<file path="config.mk">
export PLATFORM = sky130hd
export DESIGN_NAME = cpf_formatter
export DESIGN_NICKNAME = d
export VERILOG_FILES = /design/src/hw/cpf_pkg.sv /design/src/hw/cpf_formatter.sv
export SDC_FILE = /design/constraint.sdc
export NUM_CORES = 2
export LEC_CHECK = 0
export CAP_MARGIN = 20
export CORE_UTILIZATION = 54
export CTS_CLUSTER_DIAMETER = 100
export DETAILED_ROUTE_END_ITERATION = 16
export DONT_BUFFER_PORTS = 1
export PLACE_DENSITY = 0.76
export RECOVER_POWER = 25
export SYNTH_ARGS = -nofsm -noshare
export SYNTH_HDL_FRONTEND = slang
export SYNTH_SLANG_ARGS = --single-unit
export TNS_END_PERCENT = 50
</file>
<file path="constraint.sdc">
create_clock -name ref_clk -period 11.1 [get_ports ref_clk]
set_clock_uncertainty 0.05 [all_clocks]
set_input_delay 0.555 -clock ref_clk [delete_from_list [all_inputs] [get_ports ref_clk]]
set_output_delay 0.555 -clock ref_clk [all_outputs]
set_load 0.05 [all_outputs]
</file>
<file path="src/hw/cpf_pkg.sv">
// Package with register map, field layout, format codes and types of the pixel formatter.
package cpf_pkg;

  localparam int          CPF_ADDR_W       = 12;
  localparam logic [11:0] CPF_OFS_VTC      = 12'h06C;
  localparam logic [11:0] CPF_OFS_SOFT_RESET_CMD   = 12'h07C;
  localparam logic [11:0] CPF_OFS_STREAM   = 12'h0C0;
  localparam logic [11:0] CPF_OFS_STATUS   = 12'h0C4;
  localparam logic [11:0] CPF_OFS_FMT      = 12'h0D4;
  localparam logic [11:0] CPF_OFS_CTL      = 12'h0D8;

  localparam int          CPF_HTRANS_ACT   = 1;

  localparam logic [7:0]  CPF_VTC_RST      = 8'h00;
  localparam logic [7:0]  CPF_VTC_MASK     = 8'h83;
  localparam int          CPF_VTC_WSEL     = 7;
  localparam logic [7:0]  CPF_FMT_RST      = 8'h00;
  localparam logic [7:0]  CPF_CTL_RST      = 8'h00;
  localparam logic [7:0]  CPF_STREAM_RST   = 8'h00;
  localparam logic [7:0]  CPF_STREAM_MASK  = 8'h0F;

  localparam int          CPF_CTL_STDSEL   = 7;
  localparam int          CPF_CTL_BARS     = 6;
  localparam int          CPF_CTL_DED      = 5;
  localparam int          CPF_CTL_GAMMA    = 4;
  localparam int          CPF_CTL_HSW_ODD  = 3;
  localparam int          CPF_CTL_HSW_EVEN = 2;
  localparam int          CPF_CTL_BSW_ODD  = 1;
  localparam int          CPF_CTL_BSW_EVEN = 0;

  localparam int          CPF_ST_CAP_EVEN  = 0;
  localparam int          CPF_ST_CAP_ODD   = 1;
  localparam int          CPF_ST_COMB      = 2;
  localparam int          CPF_ST_SPI16     = 3;

  localparam logic [6:0]  CPF_HRST_STD     = 7'd64;
  localparam logic [6:0]  CPF_HRST_NARROW  = 7'd32;

  typedef enum logic [3:0] {
    CPF_RGB32   = 4'h0,
    CPF_RGB24   = 4'h1,
    CPF_RGB16   = 4'h2,
    CPF_RGB15   = 4'h3,
    CPF_YUV422  = 4'h4,
    CPF_YUV411  = 4'h5,
    CPF_LUMA    = 4'h6,
    CPF_RGB8    = 4'h7,
    CPF_PLN422  = 4'h8,
    CPF_PLN411  = 4'h9,
    CPF_RAW8X   = 4'hE
  } cpf_fmt_type;

  typedef struct packed {
    logic [7:0] y;
    logic [7:0] cb;
    logic [7:0] cr;
    logic [7:0] r;
    logic [7:0] g;
    logic [7:0] b;
    logic [7:0] raw;
  } cpf_pix_type;

  typedef struct packed {
    logic [2:0] taps;
    logic       interp;
  } cpf_vert_filter_taps_type;

  localparam logic [7:0]  CPF_BAR_LEVEL = 8'hBF;
  localparam logic [23:0] CPF_BAR_YCC [8] = '{24'hB48080, 24'hA22C8E, 24'h839C2C, 24'h70483A,
                                             24'h54B8C6, 24'h4164D4, 24'h23D472, 24'h108080};
  localparam logic [7:0]  CPF_ED_MASK16 [3] = '{8'h07, 8'h03, 8'h07};
  localparam logic [7:0]  CPF_ED_MASK15 [3] = '{8'h07, 8'h07, 8'h07};
  localparam logic [7:0]  CPF_ED_MASK8  [3] = '{8'h1F, 8'h1F, 8'h3F};

endpackage

</file>
<file path="src/hw/cpf_formatter.sv">
// Output pixel formatter: register slave, colour bars, gamma, diffusion, packing and swaps.
`timescale 1ns/1ps
module cpf_formatter
  import cpf_pkg::*;
#(
  parameter int BAR_WIDTH = 80
) (
  input  wire logic          ref_clk,
  input  wire logic          sys_rst,
  input  wire logic          hsel,
  input  wire logic [31:0]   haddr,
  input  wire logic [1:0]    htrans,
  input  wire logic          hwrite,
  input  wire logic [2:0]    hsize,
  input  wire logic [31:0]   hwdata,
  input  wire logic          hready,
  output logic               hreadyout,
  output logic               hresp,
  output logic [31:0]        hrdata,
  input  wire cpf_pix_type   pix_in,
  input  wire logic          pix_valid,
  input  wire logic          line_start,
  input  wire logic          field_start,
  input  wire logic          field_even_in,
  input  wire logic          pal_mode,
  output logic               line_reset_pulse,
  output cpf_vert_filter_taps_type      vert_filter_taps_cfg,
  output logic               field_even,
  output logic               fifo_wr,
  output logic [31:0]        fifo_data
);

  // Bus slave. Every access completes without wait states and answers OKAY.
  logic             dp_wr_r;
  logic [11:0]      dp_addr_r;
  logic [31:0]      hrdata_r;
  logic [7:0]       vtc_r;
  logic [7:0]       fmt_r;
  logic [7:0]       ctl_r;
  logic [7:0]       stream_r;
  logic             field_even_r;
  logic [7:0]       words_r;

  wire              addr_ph   = hsel & hready & htrans[CPF_HTRANS_ACT];
  wire [11:0]       ap_addr   = haddr[11:0];
  wire              wr_vtc    = dp_wr_r & (dp_addr_r == CPF_OFS_VTC);
  wire              wr_fmt    = dp_wr_r & (dp_addr_r == CPF_OFS_FMT);
  wire              wr_ctl    = dp_wr_r & (dp_addr_r == CPF_OFS_CTL);
  wire              wr_stream = dp_wr_r & (dp_addr_r == CPF_OFS_STREAM);
  wire              soft_rst  = dp_wr_r & (dp_addr_r == CPF_OFS_SOFT_RESET_CMD);

  // Soft reset returns the VTC, format and control registers to reset values whatever the data; the stream register keeps its value.
  wire [7:0] vtc_nxt    = soft_rst ? CPF_VTC_RST :
                          wr_vtc ? (hwdata[7:0] & CPF_VTC_MASK) : vtc_r;
  wire [7:0] fmt_nxt    = soft_rst ? CPF_FMT_RST : wr_fmt ? hwdata[7:0] : fmt_r;
  wire [7:0] ctl_nxt    = soft_rst ? CPF_CTL_RST : wr_ctl ? hwdata[7:0] : ctl_r;
  wire [7:0] stream_nxt = wr_stream ? (hwdata[7:0] & CPF_STREAM_MASK) : stream_r;

  // Reads use the next values so a read right after a write sees the new data.
  wire [31:0] rd_val =
    (ap_addr == CPF_OFS_VTC)    ? {24'h000000, vtc_nxt} :
    (ap_addr == CPF_OFS_FMT)    ? {24'h000000, fmt_nxt} :
    (ap_addr == CPF_OFS_CTL)    ? {24'h000000, ctl_nxt} :
    (ap_addr == CPF_OFS_STREAM) ? {24'h000000, stream_nxt} :
    (ap_addr == CPF_OFS_STATUS) ? {16'h0000, words_r, 7'h00, field_even_r} :
    32'h00000000;

  always_ff @(posedge ref_clk) begin
    if (sys_rst) begin
      dp_wr_r   <= 1'b0;
      dp_addr_r <= 12'h000;
      hrdata_r  <= 32'h00000000;
    end else begin
      dp_wr_r <= addr_ph & hwrite;
      if (addr_ph) begin
        dp_addr_r <= ap_addr;
      end
      if (addr_ph & ~hwrite) begin
        hrdata_r <= rd_val;
      end
    end
  end

  always_ff @(posedge ref_clk) begin
    if (sys_rst) begin
      vtc_r    <= CPF_VTC_RST;
      fmt_r    <= CPF_FMT_RST;
      ctl_r    <= CPF_CTL_RST;
      stream_r <= CPF_STREAM_RST;
    end else begin
      vtc_r    <= vtc_nxt;
      fmt_r    <= fmt_nxt;
      ctl_r    <= ctl_nxt;
      stream_r <= stream_nxt;
    end
  end

  assign hreadyout = 1'b1;
  assign hresp     = 1'b0;
  assign hrdata    = hrdata_r;

  // Line reset pulse, counted from the clock after line_start.
  logic [6:0] hr_cnt_r;
  wire  [6:0] hr_width = vtc_r[CPF_VTC_WSEL] ? CPF_HRST_NARROW : CPF_HRST_STD;

  always_ff @(posedge ref_clk) begin
    if (sys_rst) begin
      hr_cnt_r <= 7'h00;
    end else if (line_start) begin
      hr_cnt_r <= hr_width;
    end else if (hr_cnt_r != 7'h00) begin
      hr_cnt_r <= hr_cnt_r - 7'h01;
    end
  end

  assign line_reset_pulse = (hr_cnt_r != 7'h00);

  // Vertical filter selection handed to the scaler.
  wire       luma_comb_enable = stream_r[CPF_ST_COMB];
  wire [1:0] vert_filter_taps = vtc_r[1:0];
  assign vert_filter_taps_cfg.taps   = luma_comb_enable ? ({1'b0, vert_filter_taps} + 3'h2) :
                            (vert_filter_taps == 2'h0) ? 3'h0 :
                            ({1'b0, vert_filter_taps} + 3'h1);
  assign vert_filter_taps_cfg.interp = ~luma_comb_enable;

  // Field parity: zero odd, one even.
  always_ff @(posedge ref_clk) begin
    if (sys_rst) begin
      field_even_r <= 1'b0;
    end else if (field_start) begin
      field_even_r <= field_even_in;
    end
  end

  assign field_even = field_even_r;

  wire [3:0] fmt_code = field_even_r ? fmt_r[3:0] : fmt_r[7:4];
  wire       half_sw  = field_even_r ? ctl_r[CPF_CTL_HSW_EVEN] : ctl_r[CPF_CTL_HSW_ODD];
  wire       byte_sw  = field_even_r ? ctl_r[CPF_CTL_BSW_EVEN] : ctl_r[CPF_CTL_BSW_ODD];
  wire       cap_en   = field_even_r ? stream_r[CPF_ST_CAP_EVEN] : stream_r[CPF_ST_CAP_ODD];

  // Stage 1: colour bar source and gamma removal.
  logic [11:0] x_r;
  logic [11:0] bar_cnt_r;
  logic [2:0]  bar_idx_r;
  cpf_pix_type s1_r;
  logic        s1_v_r;
  logic [1:0]  s1_x_r;

  wire        bar_last = (bar_cnt_r == 12'(BAR_WIDTH - 1));
  wire [23:0] bar_ycc  = CPF_BAR_YCC[bar_idx_r];
  wire [2:0]  bar_rgb  = ~bar_idx_r;
  wire        bars_on  = ctl_r[CPF_CTL_BARS];
  wire        gamma_pal = stream_r[CPF_ST_SPI16] ? ctl_r[CPF_CTL_STDSEL] : pal_mode;
  wire        gamma_on  = ~ctl_r[CPF_CTL_GAMMA];

  cpf_pix_type src;
  assign src.y   = bars_on ? bar_ycc[23:16] : pix_in.y;
  assign src.cb  = bars_on ? bar_ycc[15:8]  : pix_in.cb;
  assign src.cr  = bars_on ? bar_ycc[7:0]   : pix_in.cr;
  assign src.r   = bars_on ? (bar_rgb[2] ? CPF_BAR_LEVEL : 8'h00) : pix_in.r;
  assign src.g   = bars_on ? (bar_rgb[1] ? CPF_BAR_LEVEL : 8'h00) : pix_in.g;
  assign src.b   = bars_on ? (bar_rgb[0] ? CPF_BAR_LEVEL : 8'h00) : pix_in.b;
  assign src.raw = pix_in.raw;

  // Power-law removal approximated by x^2 for 2.2 and x^3 for 2.8; this keeps the
  // table out of the design at the cost of a small error in the mid tones.
  function automatic logic [7:0] gamma_remove(input logic [7:0] v, input logic pal);
    logic [15:0] sq;
    logic [23:0] cu;
    sq = {8'h00, v} * {8'h00, v};
    cu = {8'h00, sq} * {16'h0000, v};
    gamma_remove = pal ? cu[23:16] : sq[15:8];
  endfunction

  always_ff @(posedge ref_clk) begin
    if (sys_rst | line_start) begin
      x_r       <= 12'h000;
      bar_cnt_r <= 12'h000;
      bar_idx_r <= 3'h0;
    end else if (pix_valid) begin
      x_r       <= x_r + 12'h001;
      bar_cnt_r <= bar_last ? 12'h000 : bar_cnt_r + 12'h001;
      bar_idx_r <= bar_last ? bar_idx_r + 3'h1 : bar_idx_r;
    end
  end

  always_ff @(posedge ref_clk) begin
    if (sys_rst) begin
      s1_r   <= '0;
      s1_v_r <= 1'b0;
      s1_x_r <= 2'h0;
    end else begin
      s1_v_r <= pix_valid;
      if (pix_valid) begin
        s1_r   <= src;
        s1_x_r <= x_r[1:0];
        if (gamma_on) begin
          s1_r.r <= gamma_remove(src.r, gamma_pal);
          s1_r.g <= gamma_remove(src.g, gamma_pal);
          s1_r.b <= gamma_remove(src.b, gamma_pal);
        end
      end
    end
  end

  // Stage 2: error diffusion per colour channel, carried along the line.
  wire fmt_rgb1615 = (fmt_code == CPF_RGB16) | (fmt_code == CPF_RGB15);
  wire ed_on = (fmt_rgb1615 & ~ctl_r[CPF_CTL_DED]) | (fmt_code == CPF_RGB8);
  wire [7:0] ch_in [3];
  logic [7:0] ch_out [3];
  logic [7:0] err_r [3];
  wire  act = s1_v_r & cap_en;

  assign ch_in[0] = s1_r.r;
  assign ch_in[1] = s1_r.g;
  assign ch_in[2] = s1_r.b;

  genvar gi;
  generate
    for (gi = 0; gi < 3; gi++) begin : g_diff
      wire [8:0] sum  = {1'b0, ch_in[gi]} + {1'b0, err_r[gi]};
      wire [7:0] sat  = sum[8] ? 8'hFF : sum[7:0];
      wire [7:0] mask = (fmt_code == CPF_RGB8) ? CPF_ED_MASK8[gi] :
                        (fmt_code == CPF_RGB16) ? CPF_ED_MASK16[gi] : CPF_ED_MASK15[gi];
      assign ch_out[gi] = ed_on ? sat : ch_in[gi];
      always_ff @(posedge ref_clk) begin
        if (sys_rst | line_start) begin
          err_r[gi] <= 8'h00;
        end else if (act) begin
          err_r[gi] <= ed_on ? (sat & mask) : 8'h00;
        end
      end
    end
  endgenerate

  wire [7:0] pr = ch_out[0];
  wire [7:0] pg = ch_out[1];
  wire [7:0] pb = ch_out[2];

  // Bytes of the current pixel, lowest byte first, and how many of them.
  logic [31:0] pix_bytes;
  logic [2:0]  pix_nb;

  always_comb begin
    pix_bytes = 32'h00000000;
    pix_nb    = 3'h0;
    case (fmt_code)
      CPF_RGB32: begin
        pix_bytes = {8'h00, pr, pg, pb};
        pix_nb    = 3'h4;
      end
      CPF_RGB24: begin
        pix_bytes = {8'h00, pr, pg, pb};
        pix_nb    = 3'h3;
      end
      CPF_RGB16: begin
        pix_bytes = {16'h0000, pr[7:3], pg[7:2], pb[7:3]};
        pix_nb    = 3'h2;
      end
      CPF_RGB15: begin
        pix_bytes = {16'h0000, 1'b0, pr[7:3], pg[7:3], pb[7:3]};
        pix_nb    = 3'h2;
      end
      CPF_YUV422: begin
        pix_bytes = {16'h0000, (s1_x_r[0] ? s1_r.cr : s1_r.cb), s1_r.y};
        pix_nb    = 3'h2;
      end
      CPF_YUV411: begin
        pix_bytes = {16'h0000, (s1_x_r[1] ? s1_r.cr : s1_r.cb), s1_r.y};
        pix_nb    = s1_x_r[0] ? 3'h1 : 3'h2;
      end
      CPF_LUMA, CPF_PLN422, CPF_PLN411: begin
        // Planar modes carry only the luma plane here; their chroma samples are not output.
        pix_bytes = {24'h000000, s1_r.y};
        pix_nb    = 3'h1;
      end
      CPF_RGB8: begin
        pix_bytes = {24'h000000, pr[7:5], pg[7:5], pb[7:6]};
        pix_nb    = 3'h1;
      end
      CPF_RAW8X: begin
        pix_bytes = {24'h000000, s1_r.raw};
        pix_nb    = 3'h1;
      end
      default: begin
        pix_bytes = 32'h00000000;
        pix_nb    = 3'h0;
      end
    endcase
  end

  // Word packer: at most three bytes wait between pixels.
  logic [23:0] acc_r;
  logic [1:0]  acc_cnt_r;

  wire [55:0] ext   = {32'h00000000, acc_r} | ({24'h000000, pix_bytes} << {acc_cnt_r, 3'b000});
  wire [2:0]  total = {1'b0, acc_cnt_r} + pix_nb;
  wire        emit  = total[2];
  wire [31:0] w0    = ext[31:0];
  wire [31:0] w1    = half_sw ? {w0[15:0], w0[31:16]} : w0;
  wire [31:0] w2    = byte_sw ? {w1[23:16], w1[31:24], w1[7:0], w1[15:8]} : w1;

  logic        fifo_wr_r;
  logic [31:0] fifo_data_r;

  always_ff @(posedge ref_clk) begin
    if (sys_rst | field_start) begin
      acc_r     <= 24'h000000;
      acc_cnt_r <= 2'h0;
    end else if (act) begin
      acc_r     <= emit ? ext[55:32] : ext[23:0];
      acc_cnt_r <= total[1:0];
    end
  end

  always_ff @(posedge ref_clk) begin
    if (sys_rst) begin
      fifo_wr_r   <= 1'b0;
      fifo_data_r <= 32'h00000000;
    end else begin
      fifo_wr_r <= act & emit;
      if (act & emit) begin
        fifo_data_r <= w2;
      end
    end
  end

  always_ff @(posedge ref_clk) begin
    if (sys_rst | field_start) begin
      words_r <= 8'h00;
    end else if (fifo_wr_r) begin
      words_r <= words_r + 8'h01;
    end
  end

  assign fifo_wr   = fifo_wr_r;
  assign fifo_data = fifo_data_r;

endmodule

</file>
==> summary.md <==
| Metric | Value |
|---|---|
| Minimum clock period | `10.42 ns` |
| Clk_lat worst skew | `0.52 ns` |
| Sequential cell area | `4730 um2` |
| Setup WS pre-CTS | `0.627 ns` |
| First-pass GRT wire length | `114 mm` |
| Largest net degree at the start of global routing | `131` |
| Number of synthesized flops with an enable pin | `16` |
| Reg2Reg Depth | `38` |
| Grt ovf | `0` |
| CTS tree | `done` |
| Slowest stage cell, crit path | `a21oi_1` |
| Root Buffer Master | `clkbuf_16` |
| Avg WL per Cell | `17.7 um` |
| Drt first-iter violations | `1649` |
| Multi-input logic area | `20400 um2` |
| Post-Route WL | `69.8 mm` |
| Synth cell types | `92` |
| Initial antenna violation count | `9` |
| Final nets | `3939` |
| I/O Buffers | `0` |
| Top_reg_cell synth | `dfxtp_1` |
| Sum of negative setup slack | `0 ns` |
| Share of cells above drive strength 1 | `5.07%` |
| Final Hold Vio Count | `0` |
| Num rows | `81` |
| Post-route insts no fill | `3941` |
| Worst slew pin tran | `1.87 ns` |
| Mapped Cells | `3301` |
| Failing checks | `max-capacitance violations, max-slew violations` |
| Arrival @ worst endpoint | `10.79 ns` |
| Post-placement cell count | `3897` |
| Worst hold margin | `0.0905 ns` |
| Worst Hold Class | `input port to flip-flop` |
| Top Ports | `208` |
| Synth-to-Final Area Change | `5.60%` |
| Core area | `49400 um2` |
| Max-Cap Viols | `1` |
| Crit end category | `flip-flop` |
| Mean post-synth cell area | `8.25 um2` |
| Most frequent CP cell | `fa_1` |
| Routability cong. | `0.943` |
| Die Span Y | `227 um` |
| Detailed Routing Iterations Pass 1 | `7` |
| # fillers | `4487` |
| Average via count per standard cell | `5.84` |
| Clock Tree Buf Depth | `3` |
| Gr usage total | `27.5%` |
| Setup CP Type | `flip-flop to flip-flop` |
| Outcome | `complete, but fails checks` |
| Routed Antenna Nets | `0` |
| Post-Syn Area | `27200 um2` |
| Clock Sinks | `228` |
| Yosys warns | `0` |
| Req. time, crit path | `11.47 ns` |
| Vias post-DR | `23.0k` |
| Worst reg-to-reg setup slack | `0.68 ns` |
| Maximum fanout along the worst path | `20` |
| Die X | `227 um` |
| Yosys reg bits | `228` |
| Residual DRC count | `0` |
| Max Clk Rate | `95.9 MHz` |
| Tcrit/Tclk final | `93.9%` |
| Setup crit end | `ch_in[5]$_SDFFE_PP0P_` |
| Hold buffers post-CTS | `0` |
| Seq/Total Area, Yosys | `17.4%` |
| Crit path launch | `ctl_r[6]$_SDFF_PP0_` |
| Hpwl dp | `54.2 mm` |
| Post-CTS resize count | `0` |
| Critical R2R Launch | `ctl_r[6]$_SDFF_PP0_` |
| Die area | `51300 um2` |
| R2r endpoint | `ch_in[5]$_SDFFE_PP0P_` |
| Total CTS buffers | `24` |
| ANT cells | `0` |
| Final Max Slew Viols | `23` |
| RSZ-0062 raised after global routing | `no` |
| Clock slew at reported path FFs | `0.06 ns` |
| CP max stage delay | `0.69 ns` |
| Startpoint Class | `flip-flop` |
| Initial Utilization | `55.1%` |
| Synth async-reset ratio | `0%` |
| Slew HR | `-24.6%` |
| Vias in the first global route | `23.0k` |
| Final Setup Violations | `0` |
| Setup ws final | `0.678 ns` |
| H-tree level count | `1` |
| Number of setup buffers added after CTS | `0` |
final cells by class:
class | count | area share (%)
multi-input combinational | 2521 | 70.9
timing repair buffer | 58 | 1.49
clock inverter | 10 | 0.252
sequential | 228 | 16.4
tap | 664 | 2.89
clock buffer | 33 | 2.49
inverter | 427 | 5.58
worst min path at each step:
| stage | startpoint | endpoint | cells after the start |
|---|---|---|---|
| 2_1_floorplan | acc_r[3]$_SDFFE_PP0P_ | acc_r[3]$_SDFFE_PP0P_ | 2 |
| 3_3_place_gp | acc_r[3]$_SDFFE_PP0P_ | acc_r[3]$_SDFFE_PP0P_ | 2 |
| 3_5_place_dp | acc_r[3]$_SDFFE_PP0P_ | acc_r[3]$_SDFFE_PP0P_ | 2 |
| 4_1_cts | sys_rst | dp_addr_r[10]$_SDFFE_PP0P_ | 1 |
| 5_1_grt | sys_rst | fifo_data[1]$_SDFFE_PP0P_ | 1 |
| 6_report | sys_rst | fifo_data[0]$_SDFFE_PP0P_ | 1 |
flip-flops by register name (all words and copies together), names as in the netlist, 2 cells and up:
register,flops
acc_cnt_r,2
fmt_r,8
stream_r,8
hr_cnt_r,7
acc_r,24
ch_in,24
ctl_r,8
s1_x_r,2
words_r,8
hrdata,16
bar_idx_r,3
fifo_data,32
x_r,2
err_r,16
vtc_r,8
dp_addr_r,12
s1_r,32
bar_cnt_r,12
through the flow:
stage	area, um2	util [%]
finish	28700	58.2
global route	28700	58.2
CTS	28700	58.2
detailed placement	27900	56.6
global placement	27900	56.6
floorplan	27300	-
worst max-delay path: cells and delay by family, from the launching register on:
family	cells	cell delay, ns
adder cells (fa/ha/maj)	10	4.40
AO/OA/AOI/OAI	11	3.41
AND/OR/NAND/NOR	8	0.99
buffers and inverters	8	0.95
flip-flops	1	0.33
XOR/XNOR	1	0.18
cells in the final DEF (no fill, tap or decap), drive strengths merged, types with 33 or more instances in the layout:
| cell type | Yosys | routed |
|---|---|---|
| a211oi | 47 | 47 |
| a21oi | 176 | 176 |
| a22oi | 33 | 33 |
| and2 | 52 | 52 |
| buf | 33 | 56 |
| clkbuf | 108 | 35 |
| dfxtp | 212 | 212 |
| fa | 304 | 304 |
| ha | 240 | 240 |
| inv | 413 | 415 |
| mux2i | 73 | 73 |
| nand2 | 240 | 240 |
| nand2b | 58 | 58 |
| nand3 | 40 | 40 |
| nor2 | 561 | 561 |
| nor3 | 69 | 69 |
| o21ai | 97 | 97 |
| xnor2 | 54 | 54 |
| xor2 | 54 | 54 |
per-layer routing:
metal,global-route usage [%],vias up,wire length (um)
met4,8.72,16,2200
met5,0,-,103
met1,35.6,11052,29300
met3,5.65,172,5920
met2,46.0,886,32300
li1,-,10904,-
logic make-up after synthesis:
| kind of cell | Yosys count | share of synthesized area [%] |
|---|---|---|
| fa+ha+maj | 544 | 33.4 |
| compound gates | 617 | 15.4 |
| simple gates | 1145 | 18.7 |
| other cells | 2 | 0.0276 |
| buf+inv | 568 | 8.16 |
| flops | 228 | 17.4 |
| xor+xnor | 108 | 3.48 |
| mux | 89 | 3.42 |
synth_stat cells (13+ instances only):
| cell type | n | area (um2) |
|---|---|---|
| a211oi_1 | 46 | 345 |
| a21o_1 | 31 | 233 |
| a21oi_1 | 172 | 861 |
| a22o_1 | 13 | 114 |
| a22oi_1 | 33 | 248 |
| and2_1 | 52 | 325 |
| and3_1 | 14 | 87.6 |
| buf_4 | 19 | 143 |
| clkbuf_1 | 108 | 405 |
| clkinv_1 | 14 | 52.6 |
| dfxtp_1 | 212 | 4240 |
| edfxtp_1 | 16 | 480 |
| fa_1 | 304 | 6090 |
| ha_1 | 240 | 3000 |
| inv_1 | 413 | 1550 |
| mux2_2 | 15 | 169 |
| mux2i_1 | 70 | 701 |
| nand2_1 | 240 | 901 |
| nand2b_1 | 58 | 363 |
| nand3_1 | 40 | 200 |
| nor2_1 | 561 | 2110 |
| nor2b_1 | 26 | 163 |
| nor3_1 | 69 | 345 |
| o211ai_1 | 13 | 97.6 |
| o21a_1 | 17 | 128 |
| o21ai_0 | 78 | 390 |
| o21ai_1 | 19 | 95.1 |
| o21bai_1 | 14 | 105 |
| o22ai_1 | 32 | 200 |
| or2_2 | 13 | 81.3 |
| or3_1 | 17 | 106 |
| xnor2_1 | 54 | 473 |
| xor2_1 | 54 | 473 |
Power is left out: the tool's default activity adds up to more than one toggle a clock period on the data nets, which glitch-free logic cannot reach.
